--- config.mk ---
export PLATFORM = sky130hd
export DESIGN_NAME = ubrb_uplink_request
export DESIGN_NICKNAME = d
export VERILOG_FILES = /design/src/ubrb_pkg.sv /design/src/ubrb_depth_table.sv /design/src/ubrb_lfsr.sv /design/src/ubrb_uplink_request.sv
export SDC_FILE = /design/constraint.sdc
export NUM_CORES = 1
export LEC_CHECK = 0
export BUFFER_PORTS_ARGS = -buffer_cell sky130_fd_sc_hd__buf_2
export CAP_MARGIN = 20
export CORE_ASPECT_RATIO = 0.75
export CORE_MARGIN = 2
export CORE_UTILIZATION = 45
export DETAILED_ROUTE_END_ITERATION = 8
export PLACE_DENSITY = 0.65
export SYNTH_ARGS = -nofsm -noshare
export SYNTH_HDL_FRONTEND = slang
export SYNTH_HIERARCHICAL = 1
export SYNTH_SLANG_ARGS = --single-unit
--- constraint.sdc ---
create_clock -name mclk -period 9.4 [get_ports mclk]
set_input_delay 0.47 -clock mclk [delete_from_list [all_inputs] [get_ports mclk]]
set_output_delay 0.47 -clock mclk [all_outputs]
set_load 0.02 [all_outputs]
--- src/ubrb_pkg.sv ---
package ubrb_pkg;
   localparam int CA_ID_W = 16;
   localparam int QDEPTH_W = 8;
   localparam logic [7:0] QDEPTH_SAT = 8'hFF;
   localparam int QUERY_MAX = 6;
   localparam int NUM_CA = 8;
   localparam int CA_IDX_W = 3;
   localparam int EXP_W = 4;
   localparam int RETRY_W = 5;
   localparam int WIN_W = 16;
   localparam logic [15:0] LFSR_SEED = 16'hACE1;
   localparam int RESP_TIME_NS = 2000;
   localparam int CLK_PERIOD_NS = 10;
   localparam int RESP_CYCLES = RESP_TIME_NS / CLK_PERIOD_NS;
   localparam int REQ_ITEMS = 3;
   typedef enum logic [1:0] {SIG_NONE, SIG_REQUEST, SIG_QUERY_REPLY, SIG_DUMMY} ubrb_sig_t;
endpackage : ubrb_pkg

--- src/ubrb_depth_table.sv ---
`timescale 1ns/100ps
module ubrb_depth_table #(
   parameter int DEPTH = 8,
   parameter int AW = 3,
   parameter int DW = 8
) (
   input wire logic mclk,
   input wire logic we,
   input wire logic [AW-1:0] waddr,
   input wire logic [DW-1:0] wdata,
   input wire logic [AW-1:0] raddr,
   output logic [DW-1:0] rdata
);
   logic [DW-1:0] mem [DEPTH];
   if (DEPTH > (1 << AW)) begin : gBadDepth
      $error("depth exceeds address range");
   end
   always_ff @(posedge mclk) begin
      if (we) begin
         mem[waddr] <= wdata;
      end
   end
   always_ff @(posedge mclk) begin
      rdata <= mem[raddr];
   end
endmodule : ubrb_depth_table

--- src/ubrb_lfsr.sv ---
`timescale 1ns/100ps
module ubrb_lfsr (
   input wire logic mclk,
   input wire logic rst,
   output logic [15:0] value
);
   import ubrb_pkg::*;
   always_ff @(posedge mclk) begin
      if (rst) begin
         value <= LFSR_SEED;
      end else begin
         value <= {value[14:0], value[15] ^ value[13] ^ value[12] ^ value[10]};
      end
   end
endmodule : ubrb_lfsr

--- src/ubrb_uplink_request.sv ---
`timescale 1ns/100ps
// Behaviour
// - aggregate id 16 bits, depth 8 bits
// - request message only in short signalling
// - reported aggregates chosen freely by terminal
// - query of one to six, reply in order
// - reply in next granted short slot
// - fixed-rate aggregates need no requests
// - polled with no traffic sends empty request
// - data header carries own aggregate depth
// - depth saturates at all ones
// - poll bit excludes own aggregate
// - poll bit enable per aggregate configured
// - contention window carries only short signalling
// - window exponent n gives 0..2^n-1
// - entry loads initial window
// - random deferral over contention opportunities
// - no response means lost, redraw
// - double window, capped at maximum
// - stop after maximum retries, await grant
// - grant while deferring abandons contention
// - contention support is optional
// - poll bit one means poll me
// - empty grant filled with dummy units
module ubrb_uplink_request #(
   parameter int NCA = ubrb_pkg::NUM_CA,
   parameter bit CONTENTION_EN = 1'b1
) (
   input wire logic mclk,
   input wire logic rst,
   input wire logic depthWe,
   input wire logic [ubrb_pkg::CA_IDX_W-1:0] depthIdx,
   input wire logic [15:0] depthCount,
   input wire logic [NCA-1:0] pollEnable,
   input wire logic [NCA-1:0] fixedRate,
   input wire logic [NCA-1:0] trafficPending,
   input wire logic [ubrb_pkg::CA_IDX_W-1:0] hdrIdx,
   input wire logic hdrStrobe,
   input wire logic queryValid,
   input wire logic [2:0] queryCount,
   input wire logic [3*ubrb_pkg::QUERY_MAX-1:0] queryIdx,
   input wire logic [3*ubrb_pkg::CA_IDX_W-1:0] reqIdx,
   input wire logic [ubrb_pkg::CA_ID_W*3-1:0] reqCaId,
   input wire logic wantRequest,
   input wire logic shortGrant,
   input wire logic polled,
   input wire logic dataGrant,
   input wire logic haveData,
   input wire logic contentionOpp,
   input wire logic requestAck,
   input wire logic [ubrb_pkg::EXP_W-1:0] initExp,
   input wire logic [ubrb_pkg::EXP_W-1:0] maxExp,
   input wire logic [ubrb_pkg::RETRY_W-1:0] maxRetries,
   output logic [7:0] hdrDepth,
   output logic hdrPoll,
   output logic sigValid,
   output ubrb_pkg::ubrb_sig_t sigKind,
   output logic sigInContention,
   output logic [2:0] sigCount,
   output logic [ubrb_pkg::CA_ID_W*3-1:0] sigCaId,
   output logic [ubrb_pkg::QDEPTH_W*ubrb_pkg::QUERY_MAX-1:0] sigDepth,
   output logic dummyFill,
   output logic contending,
   output logic contentionGaveUp
);
   import ubrb_pkg::*;

   typedef enum {ST_IDLE, ST_DEFER, ST_WAIT, ST_GAVEUP} ubrb_state_t;

   // saturating depth code
   function automatic logic [7:0] satDepth(input logic [15:0] cnt);
      satDepth = (cnt > 16'd254) ? QDEPTH_SAT : cnt[7:0];
   endfunction : satDepth

   function automatic logic [15:0] expMask(input logic [EXP_W-1:0] n);
      expMask = 16'((32'd1 << n) - 32'd1);
   endfunction : expMask

   if (NCA > (1 << CA_IDX_W)) begin : gBadNca
      $error("too many aggregates for index width");
   end

   logic [7:0] depthShadow [NCA];
   logic [15:0] rnd;
   logic [7:0] tblData;
   ubrb_state_t state_reg;
   logic [EXP_W-1:0] winExp_reg;
   logic [15:0] deferCnt_reg;
   logic [RETRY_W-1:0] retries_reg;
   logic [15:0] respCnt_reg;
   logic queryPend_reg;
   logic [2:0] queryCnt_reg;
   logic [3*QUERY_MAX-1:0] queryIdx_reg;
   logic [NCA-1:0] otherPend;
   logic [47:0] qdAll;
   logic grantNow;
   logic hdrStrobeDly_reg;
   logic pollBit_reg;

   ubrb_depth_table #(.DEPTH(NCA), .AW(CA_IDX_W), .DW(QDEPTH_W)) depthTable (
      .mclk(mclk),
      .we(depthWe),
      .waddr(depthIdx),
      .wdata(satDepth(depthCount)),
      .raddr(hdrIdx),
      .rdata(tblData)
   );

   ubrb_lfsr rng (
      .mclk(mclk),
      .rst(rst),
      .value(rnd)
   );

   always_ff @(posedge mclk) begin
      if (rst) begin
         for (int i = 0; i < NCA; i++) depthShadow[i] <= 8'h00;
      end else if (depthWe) begin
         depthShadow[depthIdx] <= satDepth(depthCount);
      end
   end

   // strobe delayed one cycle to meet the registered table read
   always_ff @(posedge mclk) begin
      if (rst) begin
         hdrStrobeDly_reg <= 1'b0;
         pollBit_reg <= 1'b0;
      end else begin
         hdrStrobeDly_reg <= hdrStrobe;
         if (hdrStrobe) begin
            pollBit_reg <= |otherPend;
         end
      end
   end

   always_ff @(posedge mclk) begin
      if (rst) begin
         hdrDepth <= 8'h00;
      end else if (hdrStrobeDly_reg) begin
         hdrDepth <= tblData;
      end
   end

   always_comb begin
      otherPend = trafficPending & pollEnable & ~fixedRate;
      otherPend[hdrIdx] = 1'b0;
   end

   always_ff @(posedge mclk) begin
      if (rst) begin
         hdrPoll <= 1'b0;
      end else if (hdrStrobeDly_reg) begin
         hdrPoll <= pollBit_reg;
      end
   end

   always_ff @(posedge mclk) begin
      if (rst) begin
         queryPend_reg <= 1'b0;
         queryCnt_reg <= 3'd0;
         queryIdx_reg <= '0;
      end else if (queryValid && queryCount != 3'd0 && queryCount <= 3'(QUERY_MAX)) begin
         queryPend_reg <= 1'b1;
         queryCnt_reg <= queryCount;
         queryIdx_reg <= queryIdx;
      end else if (shortGrant && queryPend_reg) begin
         queryPend_reg <= 1'b0;
      end
   end

   always_comb begin
      qdAll = '0;
      for (int k = 0; k < QUERY_MAX; k++) begin
         if (k < int'(queryCnt_reg)) begin
            qdAll[k*8 +: 8] = depthShadow[queryIdx_reg[k*3 +: 3]];
         end
      end
   end

   assign grantNow = shortGrant || polled;

   // short signalling output
   always_ff @(posedge mclk) begin
      if (rst) begin
         sigValid <= 1'b0;
         sigKind <= SIG_NONE;
         sigInContention <= 1'b0;
         sigCount <= 3'd0;
         sigCaId <= '0;
         sigDepth <= '0;
         dummyFill <= 1'b0;
      end else begin
         sigValid <= 1'b0;
         sigKind <= SIG_NONE;
         sigInContention <= 1'b0;
         dummyFill <= 1'b0;
         if (shortGrant && queryPend_reg) begin
            sigValid <= 1'b1;
            sigKind <= SIG_QUERY_REPLY;
            sigCount <= queryCnt_reg;
            sigDepth <= qdAll;
         end else if (grantNow || (state_reg == ST_DEFER && contentionOpp
                                   && deferCnt_reg == 16'd0)) begin
            sigValid <= 1'b1;
            sigKind <= SIG_REQUEST;
            sigInContention <= !grantNow;
            sigCaId <= reqCaId;
            sigDepth <= '0;
            sigCount <= wantRequest ? 3'(REQ_ITEMS) : 3'd0;
            for (int j = 0; j < REQ_ITEMS; j++) begin
               if (wantRequest) sigDepth[j*8 +: 8] <= depthShadow[reqIdx[j*3 +: 3]];
            end
         end else if (dataGrant && !haveData) begin
            sigValid <= 1'b1;
            sigKind <= SIG_DUMMY;
            dummyFill <= 1'b1;
         end
      end
   end

   // back-off machine
   always_ff @(posedge mclk) begin
      if (rst) begin
         state_reg <= ST_IDLE;
         winExp_reg <= '0;
         deferCnt_reg <= 16'd0;
         retries_reg <= '0;
         respCnt_reg <= 16'd0;
      end else begin
         case (state_reg)
            ST_IDLE: begin
               if (CONTENTION_EN && wantRequest && !grantNow && !dataGrant) begin
                  winExp_reg <= initExp;
                  deferCnt_reg <= rnd & expMask(initExp);
                  retries_reg <= '0;
                  state_reg <= ST_DEFER;
               end
            end
            ST_DEFER: begin
               if (grantNow || dataGrant) begin
                  state_reg <= ST_IDLE;
                  retries_reg <= '0;
               end else if (contentionOpp) begin
                  if (deferCnt_reg == 16'd0) begin
                     respCnt_reg <= 16'(RESP_CYCLES);
                     state_reg <= ST_WAIT;
                  end else begin
                     deferCnt_reg <= deferCnt_reg - 16'd1;
                  end
               end
            end
            ST_WAIT: begin
               if (requestAck || grantNow || dataGrant) begin
                  state_reg <= ST_IDLE;
                  retries_reg <= '0;
               end else if (respCnt_reg == 16'd0) begin
                  if (retries_reg + 1'b1 >= maxRetries) begin
                     state_reg <= ST_GAVEUP;
                  end else begin
                     retries_reg <= retries_reg + 1'b1;
                     if (winExp_reg < maxExp) begin
                        winExp_reg <= winExp_reg + 1'b1;
                        deferCnt_reg <= rnd & expMask(winExp_reg + 1'b1);
                     end else begin
                        winExp_reg <= maxExp;
                        deferCnt_reg <= rnd & expMask(maxExp);
                     end
                     state_reg <= ST_DEFER;
                  end
               end else begin
                  respCnt_reg <= respCnt_reg - 16'd1;
               end
            end
            ST_GAVEUP: begin
               if (grantNow || dataGrant) begin
                  state_reg <= ST_IDLE;
                  retries_reg <= '0;
               end
            end
            default: state_reg <= ST_IDLE;
         endcase
      end
   end

   always_ff @(posedge mclk) begin
      if (rst) begin
         contending <= 1'b0;
         contentionGaveUp <= 1'b0;
      end else begin
         contending <= (state_reg == ST_DEFER) || (state_reg == ST_WAIT);
         contentionGaveUp <= state_reg == ST_GAVEUP;
      end
   end
endmodule : ubrb_uplink_request

==> impl_metrics.tcl <==
set metrics [dict create \
    vias 14390 \
    synth.top_cell.area_share 0.243 \
    syn_inst 1665 \
    finalSetupViolCount 0 \
    final_nets 2035 \
    min_from "reqCaId[44]" \
    grt_pass1_wl_um 79500 \
    port_buffers 263 \
    grt_pass1_vias 13623 \
    core_um2 40600 \
    postRouteAntennaNets 0 \
    routed_wl_um 51800 \
    area_growth_pct 15.5 \
    outcome "complete, no violations" \
    ys_ff_latch 352 \
    final.min_clock_period_ns 4.71 \
    cts_root_buffer "clkbuf_16" \
    grt_max_degree 110 \
    synth.area.top_cells "dfxtp_1, edfxtp_1, mux4_2" \
    holdPathStages 3 \
    max_freq_mhz 212 \
    numClockSinks 352 \
    ctsResizeCount 0 \
    required_ns 9.86 \
    grt-ovfl-total 0 \
    synthesis.area_um2 18500 \
    routedWlPerCell_um 21.4 \
    synth-seq-area-share 0.451 \
    globalRouteTotalUtil 0.240 \
    synth_edf_count 128 \
    io_pins 264 \
    netSwitchingPower_mw 1.07 \
    maxCapViolations 0 \
    start_util 0.454 \
    synth_top_area_cell "dfxtp_1" \
    fin_worst_skew_ns 0.0232 \
    worstPathArrival_ns 5.17 \
    routabilityCongestion 0.897 \
    place_hpwl_um 36600 \
    insertion_delay_ns 0.54 \
    start_kind "flop" \
    placed_cells 2353 \
    r2r-end "deferCnt_reg[4]$_SDFFE_PP0P_" \
    max-slew-margin-rel 0.342 \
    clk_pin_slew_ns 0.06 \
    rows 64 \
    instances_no_fill 2423 \
    slew_viol_final 0 \
    powerDensity_nw_per_um2 182 \
    die_y_um 179 \
    final.period_utilization 0.502 \
    finalSetupTns_ns 0 \
    hold_class "input port to flop" \
    synth_cell_type_count 83 \
    hold_path_end "sigCaId[44]$_SDFFE_PP0P_" \
    critPathCaptureType "flop" \
    final_common_cell "nor2_1" \
    leakage_nw 8.55 \
    synth.net_count 1832 \
    hold_buffers 0 \
    fp.dieArea_um2 42700 \
    rrSetupSlack_ns 4.69 \
    cts_tree "built" \
    worst_slew_pin_slew_ns 0.984 \
    path_class "flop to flop" \
    hold_slack_ns 0.179 \
    layout-drive-gt1-share 0.270 \
    p_comb_frac 0.168 \
    seqPwrFrac 0.460 \
    swShare 0.276 \
    r2r-start "state_reg[0]$_SDFFE_PP0P_" \
    die_w_um 238 \
    async_reset_ff_frac 0 \
    cts.path.max_buffers 3 \
    reg_top3 "depthShadow: 64 flops, depthTable/mem: 64 flops" \
    layout_common_cells "nor2_1, buf_2, dfxtp_1" \
    firstDrtPassIters 5 \
    path_max_fanout 21 \
    drt_iter0_drc 1406 \
    synthFlopType "dfxtp_1" \
    final_core_util 0.525 \
    intPower_mw 2.80 \
    h-tree-depth 2 \
    antenna_found_initial 2 \
    cts_made_buffers 37 \
    drc_errors 0 \
    viasPerCell 5.94 \
    yosys_warnings 6 \
    total_power_mw 3.88 \
    r2r_cells 12 \
    syn_avg_cell_area_um2 11.1 \
    clockPowerShare 0.373 \
    timing.final.hold_violations 0 \
    rsz0062_at_grt "false" \
    ir_worst_vdd_mv 0.110 \
    postCtsSetupRepairBufs 0 \
]
power groups by stage:
stage               registers (mW)  logic [mW]  clock network (mW)
floorplan                     1.78       0.465                   0
global placement              1.81       0.618                   0
detailed placement            1.81       0.632                   0
CTS                           1.78       0.635                1.48
global route                  1.79       0.706                1.54
finish                        1.78       0.650                1.44
cells in the mapped netlist, types with 26 or more instances:
| cell | instances |
|---|---|
| buf_2 | 26 |
| inv_1 | 28 |
| mux2i_1 | 100 |
| nor2_1 | 272 |
| mux4_2 | 145 |
| nor3_1 | 45 |
| a21oi_1 | 110 |
| o22ai_1 | 29 |
| edfxtp_1 | 128 |
| clkbuf_1 | 64 |
| dfxtp_1 | 224 |
| nand2_1 | 172 |
worst max path at each step:
| stage | end | cells after the start | slack, ns | start |
|---|---|---|---|---|
| final | deferCnt_reg[4]$_SDFFE_PP0P_ | 12 | 4.69 | state_reg[0]$_SDFFE_PP0P_ |
| after global routing | deferCnt_reg[4]$_SDFFE_PP0P_ | 12 | 4.31 | state_reg[0]$_SDFFE_PP0P_ |
| after CTS | deferCnt_reg[4]$_SDFFE_PP0P_ | 12 | 4.79 | state_reg[0]$_SDFFE_PP0P_ |
| after detailed placement | deferCnt_reg[4]$_SDFFE_PP0P_ | 12 | 4.80 | state_reg[0]$_SDFFE_PP0P_ |
| after global placement | deferCnt_reg[14]$_SDFFE_PP0P_ | 13 | 5.07 | state_reg[0]$_SDFFE_PP0P_ |
| after floorplan | deferCnt_reg[10]$_SDFFE_PP0P_ | 13 | 6.18 | maxExp[3] |
per-layer routing:
metal,vias up,global-route usage,share of wire
li1,6594,-,-
met1,6991,0.322,0.42
met2,712,0.390,0.46
met3,91,0.0594,0.099
met4,2,0.0679,0.023
met5,-,0,0.00025
area by class of cell:
| class | count | area, um^2 |
|---|---|---|
| antenna | 1 | 2.50 |
| clock buffer | 49 | 1010 |
| clock inverter | 16 | 185 |
| fill | 3558 | 19300 |
| inverter | 30 | 113 |
| multi-input combinational | 1170 | 9500 |
| sequential | 352 | 8330 |
| tap | 528 | 661 |
| timing repair buffer | 277 | 1510 |
metrics by stage:
| step | area [um^2] | setup slack [ns] |
|---|---|---|
| after CTS | 21200 | 4.79 |
| after floorplan | 18500 | 6.18 |
| after global placement | 20000 | 5.07 |
| after global routing | 21300 | 4.31 |
| final | 21300 | 4.69 |
| after detailed placement | 20000 | 4.80 |
critical path, cell delays in order (launching register included):
cell	delay, ns
dfxtp_1	0.36
inv_1	0.10
ha_1	0.75
clkinv_1	0.51
a2bb2oi_1	0.28
nand3_1	0.52
nor3_1	0.63
nand3_1	0.17
ha_1	0.39
or2_2	0.40
o32ai_1	0.32
o211ai_1	0.12
o21ai_0	0.09
cell families after synthesis:
group / share of synthesized area
compound gates: 0.0832
buf+inv: 0.0342
flops: 0.451
fa+ha+maj: 0.0122
mux: 0.257
xor+xnor: 0.0104
simple gates: 0.151
(Power assumes the default switching activity.)
